`config.mk`:
```
export PLATFORM = sky130hd
export DESIGN_NAME = bdf_top
export DESIGN_NICKNAME = d
export VERILOG_FILES = /design/src/bdf_fifo.sv /design/src/bdf_top.sv
export SDC_FILE = /design/constraint.sdc
export NUM_CORES = 1
export LEC_CHECK = 0
export BUFFER_PORTS_ARGS = -buffer_cell sky130_fd_sc_hd__buf_4
export CAP_MARGIN = 20
export CELL_PAD_IN_SITES_DETAIL_PLACEMENT = 0
export CELL_PAD_IN_SITES_GLOBAL_PLACEMENT = 1
export CORE_MARGIN = 2
export CORE_UTILIZATION = 51
export CTS_CLUSTER_DIAMETER = 40
export DETAILED_ROUTE_END_ITERATION = 10
export PLACE_DENSITY = 0.83
export SLEW_MARGIN = 0
export SYNTH_ARGS = -nofsm -noshare
export SYNTH_HDL_FRONTEND = slang
export SYNTH_HIERARCHICAL = 1
export SYNTH_SLANG_ARGS = --single-unit
```
`constraint.sdc`:
```
create_clock -name clk -period 3.9 [get_ports clk]
set_input_delay 0.39 -clock clk [delete_from_list [all_inputs] [get_ports clk]]
set_output_delay 0.39 -clock clk [all_outputs]
set_load 0.02 [all_outputs]
```
`src/bdf_fifo.sv`:
```
// Shared types and constants plus one 32 x 9 fall-through FIFO direction.
// ----------------------------------------------------------------------
// Package
// ----------------------------------------------------------------------
package bdf_pkg;
  localparam int DATA_W    = 9;
  localparam int DEPTH_MAX = 32;
  localparam int OFS_W     = 5;
  localparam logic [DATA_W-1:0] Q_RST = 9'h000;

  typedef struct packed {
    logic load;
    logic unload;
    logic prst_n;
    logic strobe;
  } bdf_ctl_t;

  typedef struct packed {
    logic [DATA_W-1:0] a_bus;
    logic [DATA_W-1:0] b_bus;
    logic              strobe_a;
    logic              strobe_b;
    logic              prst_a_n;
    logic              prst_b_n;
    logic              ld_a;
    logic              ld_b;
    logic              ul_a;
    logic              ul_b;
    logic              sel_to_b;
    logic              sel_to_a;
    logic              en_to_b;
    logic              en_to_a;
  } bdf_pins_t;

  localparam bdf_pins_t PINS_RST = '0;
endpackage : bdf_pkg

// ----------------------------------------------------------------------
// One direction
// ----------------------------------------------------------------------
module bdf_fifo #(
  parameter int W     = bdf_pkg::DATA_W,
  parameter int DEPTH = bdf_pkg::DEPTH_MAX
) (
  input  wire logic             clk,
  input  wire logic             arst_n,
  input  wire bdf_pkg::bdf_ctl_t ctl,
  input  wire logic [W-1:0]     din,
  output logic      [W-1:0]     q,
  output logic                  full_n,
  output logic                  empty_n
);
  localparam int AW = $clog2(DEPTH);
  localparam int CW = AW + 1;
  localparam logic [CW-1:0] DEPTH_C = CW'(DEPTH);

  logic [W-1:0]  mem [DEPTH];
  logic [AW-1:0] wr_ptr_r;
  logic [AW-1:0] rd_ptr_r;
  logic [CW-1:0] cnt_r;
  logic [CW-1:0] depth_r;
  logic [AW-1:0] ofs_r;
  logic          strobe_d_r;
  logic          prst_d_r;
  logic [W-1:0]  q_r;

  wire           in_rst   = ~ctl.prst_n;
  wire           ofs_take = strobe_d_r & ~ctl.strobe;
  wire           rst_rise = ~prst_d_r & ctl.prst_n;
  wire           full     = (cnt_r == depth_r);
  wire           empty    = (cnt_r == '0);
  wire           do_ld    = ctl.load & ~full & ~in_rst;
  wire           do_ul    = ctl.unload & ~empty & ~in_rst;
  wire [AW-1:0]  rd_next  = rd_ptr_r + AW'(1);
  wire [CW-1:0]  depth_nxt = ctl.strobe ? DEPTH_C
                                        : DEPTH_C - CW'(ofs_r);
  wire [CW-1:0]  cnt_nxt  = cnt_r + CW'(do_ld) - CW'(do_ul);

  // Memory has no reset; the pointers and word count define what is valid.
  always_ff @(posedge clk) begin
    if (do_ld) begin
      mem[wr_ptr_r] <= din;
    end
  end

  always_ff @(posedge clk or negedge arst_n) begin
    if (!arst_n) begin
      strobe_d_r <= 1'b0;
      prst_d_r   <= 1'b0;
      ofs_r      <= '0;
      depth_r    <= DEPTH_C;
    end else begin
      strobe_d_r <= ctl.strobe;
      prst_d_r   <= ctl.prst_n;
      if (ofs_take) begin
        ofs_r <= din[AW-1:0];
      end
      if (rst_rise) begin
        depth_r <= depth_nxt;
      end
    end
  end

  always_ff @(posedge clk or negedge arst_n) begin
    if (!arst_n) begin
      wr_ptr_r <= '0;
      rd_ptr_r <= '0;
      cnt_r    <= '0;
    end else if (in_rst) begin
      wr_ptr_r <= '0;
      rd_ptr_r <= '0;
      cnt_r    <= '0;
    end else begin
      wr_ptr_r <= wr_ptr_r + AW'(do_ld);
      rd_ptr_r <= rd_ptr_r + AW'(do_ul);
      cnt_r    <= cnt_nxt;
    end
  end

  // The head word is held in a register so it falls through on the first
  // load and stays put until unloaded; pointer reset leaves it alone.
  always_ff @(posedge clk or negedge arst_n) begin
    if (!arst_n) begin
      q_r <= bdf_pkg::Q_RST;
    end else if (do_ld && (empty || (do_ul && cnt_r == CW'(1)))) begin
      q_r <= din;
    end else if (do_ul && cnt_r > CW'(1)) begin
      q_r <= mem[rd_next];
    end
  end

  assign q       = q_r;
  assign full_n  = ~full;
  assign empty_n = ~empty;
endmodule : bdf_fifo

```
`src/bdf_top.sv`:
```
// Top of the two-direction buffer with pass-through and FIFO selection.
// ----------------------------------------------------------------------
// Contract
// ----------------------------------------------------------------------
// Contract
// - Falling A depth strobe captures A bus bits 0..4 as offset X.
// - Falling B depth strobe captures B bus bits 0..4 as offset Y.
// - Full flag low while word count equals defined depth, else high.
// - Empty flag low when no words stored; flags always driven.
// - Pointer reset clears pointers, empty flag low, full flag high.
// - Pointer reset does not force data outputs to any level.
// - Strobe low during reset: depth becomes 32 minus offset on release.
// - Strobe high during reset: depth becomes full 32 words.
// - First load into empty FIFO raises empty flag, word falls through.
// - Fall-through word stays valid until unloaded; writes may continue.
// - To-B select low passes live A bus, high passes A-direction FIFO.
// - To-A select low passes live B bus, high passes B-direction FIFO.
// - To-A drive enable low releases A bus, high drives it.
// - To-B drive enable low releases B bus, high drives it.
// - Load clock rise writes a word, unload clock rise advances read.
// - Loads ignored while full, unloads ignored while empty.
module bdf_top (
  input  wire logic                        clk,
  input  wire logic                        arst_n,
  input  wire logic [bdf_pkg::DATA_W-1:0]  a_bus_i,
  output logic      [bdf_pkg::DATA_W-1:0]  a_bus_o,
  output logic                             a_bus_oe_n,
  input  wire logic [bdf_pkg::DATA_W-1:0]  b_bus_i,
  output logic      [bdf_pkg::DATA_W-1:0]  b_bus_o,
  output logic                             b_bus_oe_n,
  input  wire logic                        depth_strobe_a_dir,
  input  wire logic                        depth_strobe_b_dir,
  input  wire logic                        pointer_reset_a_dir,
  input  wire logic                        pointer_reset_b_dir,
  input  wire logic                        load_clock_a_dir,
  input  wire logic                        load_clock_b_dir,
  input  wire logic                        unload_clock_a_dir,
  input  wire logic                        unload_clock_b_dir,
  output logic                             full_flag_a_dir,
  output logic                             full_flag_b_dir,
  output logic                             empty_flag_a_dir,
  output logic                             empty_flag_b_dir,
  input  wire logic                        source_select_to_b,
  input  wire logic                        source_select_to_a,
  input  wire logic                        drive_enable_to_b,
  input  wire logic                        drive_enable_to_a
);
  // ----------------------------------------------------------------------
  // Pin synchronisers
  // ----------------------------------------------------------------------
  bdf_pkg::bdf_pins_t pins_raw;
  bdf_pkg::bdf_pins_t sync1_r;
  bdf_pkg::bdf_pins_t sync2_r;
  bdf_pkg::bdf_pins_t prev_r;

  assign pins_raw.a_bus    = a_bus_i;
  assign pins_raw.b_bus    = b_bus_i;
  assign pins_raw.strobe_a = depth_strobe_a_dir;
  assign pins_raw.strobe_b = depth_strobe_b_dir;
  assign pins_raw.prst_a_n = pointer_reset_a_dir;
  assign pins_raw.prst_b_n = pointer_reset_b_dir;
  assign pins_raw.ld_a     = load_clock_a_dir;
  assign pins_raw.ld_b     = load_clock_b_dir;
  assign pins_raw.ul_a     = unload_clock_a_dir;
  assign pins_raw.ul_b     = unload_clock_b_dir;
  assign pins_raw.sel_to_b = source_select_to_b;
  assign pins_raw.sel_to_a = source_select_to_a;
  assign pins_raw.en_to_b  = drive_enable_to_b;
  assign pins_raw.en_to_a  = drive_enable_to_a;

  // Every pin is asynchronous to clk, so all of them pass two stages.
  // Pin clocks must stay below half of clk to be seen edge by edge.
  always_ff @(posedge clk or negedge arst_n) begin
    if (!arst_n) begin
      sync1_r <= bdf_pkg::PINS_RST;
      sync2_r <= bdf_pkg::PINS_RST;
      prev_r  <= bdf_pkg::PINS_RST;
    end else begin
      sync1_r <= pins_raw;
      sync2_r <= sync1_r;
      prev_r  <= sync2_r;
    end
  end

  // ----------------------------------------------------------------------
  // Direction controls
  // ----------------------------------------------------------------------
  bdf_pkg::bdf_ctl_t ctl_a;
  bdf_pkg::bdf_ctl_t ctl_b;

  assign ctl_a.load   = sync2_r.ld_a & ~prev_r.ld_a;
  assign ctl_a.unload = sync2_r.ul_a & ~prev_r.ul_a;
  assign ctl_a.prst_n = sync2_r.prst_a_n;
  assign ctl_a.strobe = sync2_r.strobe_a;
  assign ctl_b.load   = sync2_r.ld_b & ~prev_r.ld_b;
  assign ctl_b.unload = sync2_r.ul_b & ~prev_r.ul_b;
  assign ctl_b.prst_n = sync2_r.prst_b_n;
  assign ctl_b.strobe = sync2_r.strobe_b;

  // ----------------------------------------------------------------------
  // FIFOs
  // ----------------------------------------------------------------------
  logic [bdf_pkg::DATA_W-1:0] q_a;
  logic [bdf_pkg::DATA_W-1:0] q_b;
  logic                       full_n_a;
  logic                       full_n_b;
  logic                       empty_n_a;
  logic                       empty_n_b;

  bdf_fifo u_fifo_a (
    .clk     (clk),
    .arst_n  (arst_n),
    .ctl     (ctl_a),
    .din     (sync2_r.a_bus),
    .q       (q_a),
    .full_n  (full_n_a),
    .empty_n (empty_n_a)
  );

  bdf_fifo u_fifo_b (
    .clk     (clk),
    .arst_n  (arst_n),
    .ctl     (ctl_b),
    .din     (sync2_r.b_bus),
    .q       (q_b),
    .full_n  (full_n_b),
    .empty_n (empty_n_b)
  );

  // ----------------------------------------------------------------------
  // Bus selection and output registers
  // ----------------------------------------------------------------------
  wire [bdf_pkg::DATA_W-1:0] b_sel = sync2_r.sel_to_b ? q_a
                                                      : sync2_r.a_bus;
  wire [bdf_pkg::DATA_W-1:0] a_sel = sync2_r.sel_to_a ? q_b
                                                      : sync2_r.b_bus;

  logic [bdf_pkg::DATA_W-1:0] a_bus_o_r;
  logic [bdf_pkg::DATA_W-1:0] b_bus_o_r;
  logic                       a_oe_n_r;
  logic                       b_oe_n_r;
  logic                       full_a_r;
  logic                       full_b_r;
  logic                       empty_a_r;
  logic                       empty_b_r;

  // The live path costs three clk cycles; that is the price of sampling
  // asynchronous buses cleanly instead of passing them as raw wires.
  always_ff @(posedge clk or negedge arst_n) begin
    if (!arst_n) begin
      a_bus_o_r <= bdf_pkg::Q_RST;
      b_bus_o_r <= bdf_pkg::Q_RST;
      a_oe_n_r  <= 1'b1;
      b_oe_n_r  <= 1'b1;
      full_a_r  <= 1'b1;
      full_b_r  <= 1'b1;
      empty_a_r <= 1'b0;
      empty_b_r <= 1'b0;
    end else begin
      b_bus_o_r <= b_sel;
      a_bus_o_r <= a_sel;
      a_oe_n_r  <= ~sync2_r.en_to_a;
      b_oe_n_r  <= ~sync2_r.en_to_b;
      full_a_r  <= full_n_a;
      full_b_r  <= full_n_b;
      empty_a_r <= empty_n_a;
      empty_b_r <= empty_n_b;
    end
  end

  assign a_bus_o          = a_bus_o_r;
  assign b_bus_o          = b_bus_o_r;
  assign a_bus_oe_n       = a_oe_n_r;
  assign b_bus_oe_n       = b_oe_n_r;
  assign full_flag_a_dir  = full_a_r;
  assign full_flag_b_dir  = full_b_r;
  assign empty_flag_a_dir = empty_a_r;
  assign empty_flag_b_dir = empty_b_r;
endmodule : bdf_top

```
# Word level (Yosys, flattened, before mapping)
# Memories as Yosys holds them, arrays and structs flattened.
# Index checks and enable logic that the tools add are counted.
# W data, S select, Z words.
[totals]
reg_bits = 164
ram_bits = 576
elab_cells = 136
out_inout_bits = 24
mem_count = 2
[memory_table]
columns = ["memory", "depth", "word_bits", "read_ports", "rd_clocked_by_memory_dff", "wr", "line_no", "text"]
rows = [
  ["u_fifo_a.mem", 32, 9, 1, 0, 1, "bdf_fifo.sv:57", "logic [W-1:0] mem [DEPTH];"],
  ["u_fifo_b.mem", 32, 9, 1, 0, 1, "bdf_fifo.sv:57", ""],
]
[op_classes]
mux = 18
n_bitwise = 30
order_cmp = 2
reduce_logical = 12
eq_ne = 4
add_sub_neg = 12
[ops]
columns = ["operator", "count"]
rows = [
  ["$mux W9", 6],
  ["$mux W6", 4],
  ["$add A5 B1 Y5", 4],
  ["$mux W5", 4],
  ["$and A1 B1 Y1", 16],
  ["$not A1 Y1", 14],
  ["$add A6 B1 Y6", 2],
  ["$eq A6 B1 Y1 const B", 2],
  ["$eq A6 B6 Y1", 2],
  ["$gt A6 B1 Y1 const B", 2],
  ["$logic_not A6 Y1", 2],
  ["$sub A6 B1 Y6", 2],
  ["$sub A6 B5 Y6 const A", 2],
  ["$add A5 B1 Y5 const B", 2],
  ["$logic_and A1 B1 Y1", 6],
  ["$mux W1", 4],
  ["$reduce_bool A2 Y1", 2],
  ["$logic_or A1 B1 Y1", 2],
]

# Logic depth before layout (Yosys ltp)
[logic_depth]
word_depth = 8
mapped_depth = 13
ltp_nobuf = 13

# By module
# Netlist, hierarchy kept.
[by_module_without_submodules]
columns = ["mod", "n_inst", "area_each_um2", "cells_per_inst", "seq_area_each_um2"]
rows = [
  ["bdf_fifo (u_fifo_b)", 1, 13284.0, 696, 9600.5],
  ["bdf_fifo (u_fifo_a)", 1, 13281.5, 696, 9600.5],
  ["bdf_top", 1, 2532.4, 114, 2207.1],
]

# Least setup slack after synthesis
# No wires, ideal clock.
[synth_timing]
path_type = "reg-to-reg"
from = "register u_fifo_b.cnt_r[4]"
to = "register u_fifo_b.cnt_r[4]"
setup_time_ps = 120
arrival_ps = 2582
slack_ps = 1198
synth_period_minus_slack_ps = 2702
path_buffers = 0
required_ps = 3780
path_stages_with_launch = 14
path_cell_list = "dfrtp_1 inv_1 ha_1 nand3b_1 or2_2 and3_1 ha_1 inv_1 ha_1 fa_1 a21oi_1 nor2_1 nor3_1 and3b_1"
[synth_rtl]
columns = ["element", "line_no", "text"]
rows = [
  ["start: declaration", "bdf_fifo.sv:60", "logic [CW-1:0] cnt_r;"],
  ["start signal: assignment", "bdf_fifo.sv:116", "cnt_r <= cnt_nxt;"],
  ["$logic_not A6 Y1", "bdf_fifo.sv:71", "wire empty = (cnt_r == '0);"],
  ["$not A1 Y1", "--", ""],
  ["via empty_n_b", "bdf_top.sv:108", "logic empty_n_b;"],
  ["$and A1 B1 Y1 (2 in series)", "bdf_fifo.sv:73", "wire do_ul = ctl.unload & ~empty & ~in_rst;"],
  ["$sub A6 B1 Y6", "bdf_fifo.sv:77", "wire [CW-1:0] cnt_nxt = cnt_r + CW'(do_ld) - CW'(do_ul);"],
  ["$mux W6", "bdf_fifo.sv:109", "end else if (in_rst) begin"],
]
# The timed path passes the listed nets, and every way through them passes these cells.
# A chain may end at the register's enable or synchronous reset.

# Worst setup path in the final report
[layout_timing]
from = "register u_fifo_a.depth_r[4]"
to = "register u_fifo_a.cnt_r[5]"
[layout_via]
elab_chain_cells = 7
[layout_rtl]
columns = ["element", "line_no", "text"]
rows = [
  ["start: declaration", "bdf_fifo.sv:61", "logic [CW-1:0] depth_r;"],
  ["start signal: assignment", "bdf_fifo.sv:99", "depth_r <= depth_nxt;"],
  ["$eq A6 B6 Y1", "bdf_fifo.sv:70", "wire full = (cnt_r == depth_r);"],
  ["$not A1 Y1", "bdf_fifo.sv:72", "wire do_ld = ctl.load & ~full & ~in_rst;"],
  ["$and A1 B1 Y1 (2 in series)", "bdf_fifo.sv:72", ""],
  ["$add A6 B1 Y6", "bdf_fifo.sv:77", ""],
  ["$sub A6 B1 Y6", "bdf_fifo.sv:77", ""],
  ["$mux W6", "bdf_fifo.sv:109", ""],
  ["end signal: assignment", "bdf_fifo.sv:116", ""],
  ["end: declaration", "bdf_fifo.sv:60", ""],
]
# No other way between the ends.

==> metrics.md <==
| Metric | Value |
|---|---|
| Cell Area, Placed | between 30000 and 40000 µm² |
| Req. time, crit path | between 4 and 5 ns |
| Remaining DRCs | 0 |
| Maximum buffer depth of the clock tree | 3 |
| Largest net degree at the start of global routing | about 100 |
| Final setup viols | 0 |
| Total number of vias | approximately 15000 |
| DRT Pass-1 Iters | 7 |
| Final Max Tran Viols | 0 |
| VDD IR max | 0.000410 V |
| H-Tree Depth | 3 |
| Net Count, Synth | roughly 1600 |
| HP Class | reg2reg |
| Placer Congestion | 0.834 |
| Total track usage | 20.8% |
| MaxCap Viol Count | 0 |
| Total clock sinks | 740 |
| Outcome | completed |
| Synthesized cell area | just under 30000 µm² |
| Synth Instances | around 1500 |
| Hold Path Depth | 0 |
| First-pass GRT wire length | slightly above 90000 µm |
| Clk_skew | between 0.02 and 0.03 ns |
| Clock-pin slew on the worst setup and hold paths | 0.06 ns |
| Diode count | 0 |
| DIE HEIGHT | 243 µm |
| Post-DP HPWL | around 35000 µm |
| Initial antenna violation count | 1 |
| Number of global-route vias before repair | between 15000 and 20000 |
| Seq/Total Area, Yosys | roughly 74% |
| Setup crit start kind | flop |
| Starting Density | roughly 52% |
| Vias per Instance | approximately 5.8 |
| Worst Setup End Kind | flop |
| CP arrival | around 3.6 ns |
| Worst Tran Pin Value | roughly 1 ns |
| Layout area overhead | 17.8% |
| # nets final | 1752 |
| Final wirelength | 60000 µm |
| Worst skew pair latency | 0.64 ns |
| Top_reg_cell synth | edfxtp_1 |
| Avg Synthesized Cell Area | ~19 µm² |
| CTS Buf Count | a little under 90 |
| P_leak | approximately 12 nW |
| Row Count | 87 |
| Root Buffer Master | clkbuf_16 |
| Final hold viol count | 0 |
| Post-Layout Inst Area | about 34000 µm² |
| Max FO, Critical Path | 12 |
| Register bit total from synthesis | 740 |
| Min Tclk post-route | approximately 3.0 ns |
| Port Buf Inserts | 55 |
| Slew HR | approximately a third |
| Core Region | 56400 µm² |
| Fraction of layout cells with a size suffix above 1 | ~28% |
| Final setup TNS | 0 ns |
| Post-synth EDFFs | between 500 and 600 |
| RSZ-0062 raised after global routing | false |
| Yosys cell types | between 40 and 50 |
| Iteration-0 DRC count of the detailed router | ~1500 |
| Pwr/cell area | 580 nW/µm² |
| Routed len/inst | 23.8 µm |
| Ys Warns | 6 |
| # Post-CTS Setup Buffers | 0 |
| # IOs | 56 |
| Fmax | ~330 MHz |
| Antenna violation net count after detailed routing | 0 |
| Register-to-Register Path Depth | 11 |
| Critical path class | reg2reg |
| Global route total overflow | 0 |
| CTS tree | built |
| Final worst-path cycle share | between 70% and 80% |
| Die Span X | 243 µm |
| Die Area | between 50000 and 60000 µm² |
| Asr flop ratio synth | between 20% and 30% |
-- cells in the final DEF (no fill, tap or decap), types with 7 or more instances in the layout --
cell	instances
xor2_1	24
inv_1	26
dfrtp_1	156
xnor2_1	14
clkinvlp_4	7
mux2_2	28
dlygate4sd3_1	31
mux2i_1	56
clkbuf_1	16
mux4_2	144
ha_1	28
inv_6	11
mux2_4	18
bufinv_16	11
o22a_1	18
nand3b_1	12
nand3_1	33
nor2b_1	22
a21oi_1	10
nand2_1	34
and2_1	30
clkinv_4	8
clkbuf_16	91
edfxtp_1	576
nand2b_1	8
o211ai_1	18
o21ai_0	24
nand4_1	18
nor2_1	76
buf_4	119
-- power breakdown --
part / internal (mW) / switching [mW] / leakage [nW]
registers: 8.82 / 0.212 / 7.18
clock network: 5.20 / 3.32 / 1.51
logic: 1.06 / 1.26 / 3.49
total: 15.1 / 4.80 / 12.2
-- area by class of cell --
cell class | count | area (µm²)
clock inverter | 57 | 749
inverter | 26 | 97.6
fill | 3933 | 22100
timing repair buffer | 161 | 1460
clock buffer | 111 | 2390
sequential | 740 | 21400
multi-input combinational | 670 | 7230
tap | 756 | 946
-- stage by stage --
stage          setup WS, ns  std cells  utilization, %  power, mW  hold slack (ns)
3_5_place_dp          0.924       2318            54.5       11.5            0.336
6_report              0.904       2521            60.8       19.9            0.335
4_1_cts               0.907       2517            60.6       20.0            0.339
2_1_floorplan          1.20       1506               -       10.7           0.0944
5_1_grt               0.661       2521            60.8       20.6            0.347
3_3_place_gp          0.979       2315            54.4       11.4            0.331
-- logic make-up (layout without fill, tap and decap cells) --
family	after synthesis	count (layout)	share of synthesized area [%]
DFF	740	740	73.6
buffers and inverters	96	355	1.61
adders and majority gates	32	32	1.43
and+or+nand+nor	260	260	4.64
muxes	246	246	15.1
xor gates and xnor gates	42	42	1.52
AOI/OAI and AO/OA	90	90	2.15
-- timing repair --
action                    in CTS  in global routing
hold buffers                  31                  0
hold endpoints to repair     125                  0
gates resized for setup        0                  0
-- path summary, 6_finish.rpt --
check	slack [ns]	to	from
setup / recovery	0.90	u_fifo_a/cnt_r[5]$_DFF_PN0_	u_fifo_a/depth_r[4]$_DFFE_PN0P_
hold / removal	0.33	sync2_r[18]$_DFF_PN0_	sync1_r[18]$_DFF_PN0_
setup reg to reg	0.90	u_fifo_a/cnt_r[5]$_DFF_PN0_	u_fifo_a/depth_r[4]$_DFFE_PN0P_
hold reg to reg	0.33	sync2_r[18]$_DFF_PN0_	sync1_r[18]$_DFF_PN0_
max in group asynchronous	2.53	full_flag_b_dir$_DFF_PN1_	arst_n
min in group asynchronous	0.39	sync1_r[26]$_DFF_PN0_	arst_n
-- sequential cells by signal, indices dropped and copies added, names as in the netlist, 9 cells and up --
register / flops
b_bus_o: 9
u_fifo_a/mem: 288
u_fifo_b/q: 9
u_fifo_b/mem: 288
u_fifo_a/q: 9
a_bus_o: 9
sync1_r: 30
sync2_r: 26
-- Yosys cell counts, drive strengths merged, types with 4 or more instances --
cell type	count	area, µm²
xor2	28	320
a21oi	10	50.1
inv	26	97.6
edfxtp	576	17300
a22o	6	52.6
o22a	18	158
nand2b	8	50.1
buf	40	258
mux2i	56	561
o211ai	18	135
nand3	37	205
a21o	5	37.5
ha	30	375
nor2b	22	138
nor2	76	285
mux2	46	586
or3	4	25.0
nor3	4	20.0
and3	4	25.0
xnor2	14	123
nand3b	12	90.1
and2	30	188
mux4	144	3240
nand2	34	128
nand4	18	113
o21ai	26	130
dfrtp	158	3950
dfstp	6	158
clkbuf	30	113
-- critical path, stage by stage (launching register included) --
cell      delay (ns)
dfrtp_1         0.39
xor2_1          0.16
nor4_1          0.38
a31o_1          0.52
ha_1            0.25
inv_1           0.07
ha_1            0.26
a21o_1          0.17
a21oi_1         0.24
o21bai_1        0.09
a21oi_1         0.20
mux2i_1         0.19
-- layer usage --
layer | track usage (%) | wire [µm] | vias up
met1 | 29.8 | 25100 | 7637
met4 | 6.35 | 1330 | 0
met2 | 32.6 | 28800 | 652
met3 | 4.39 | 4750 | 102
met5 | 0 | 0 | -
li1 | - | - | 6294
Note: power is estimated with default switching activity, not from simulation.
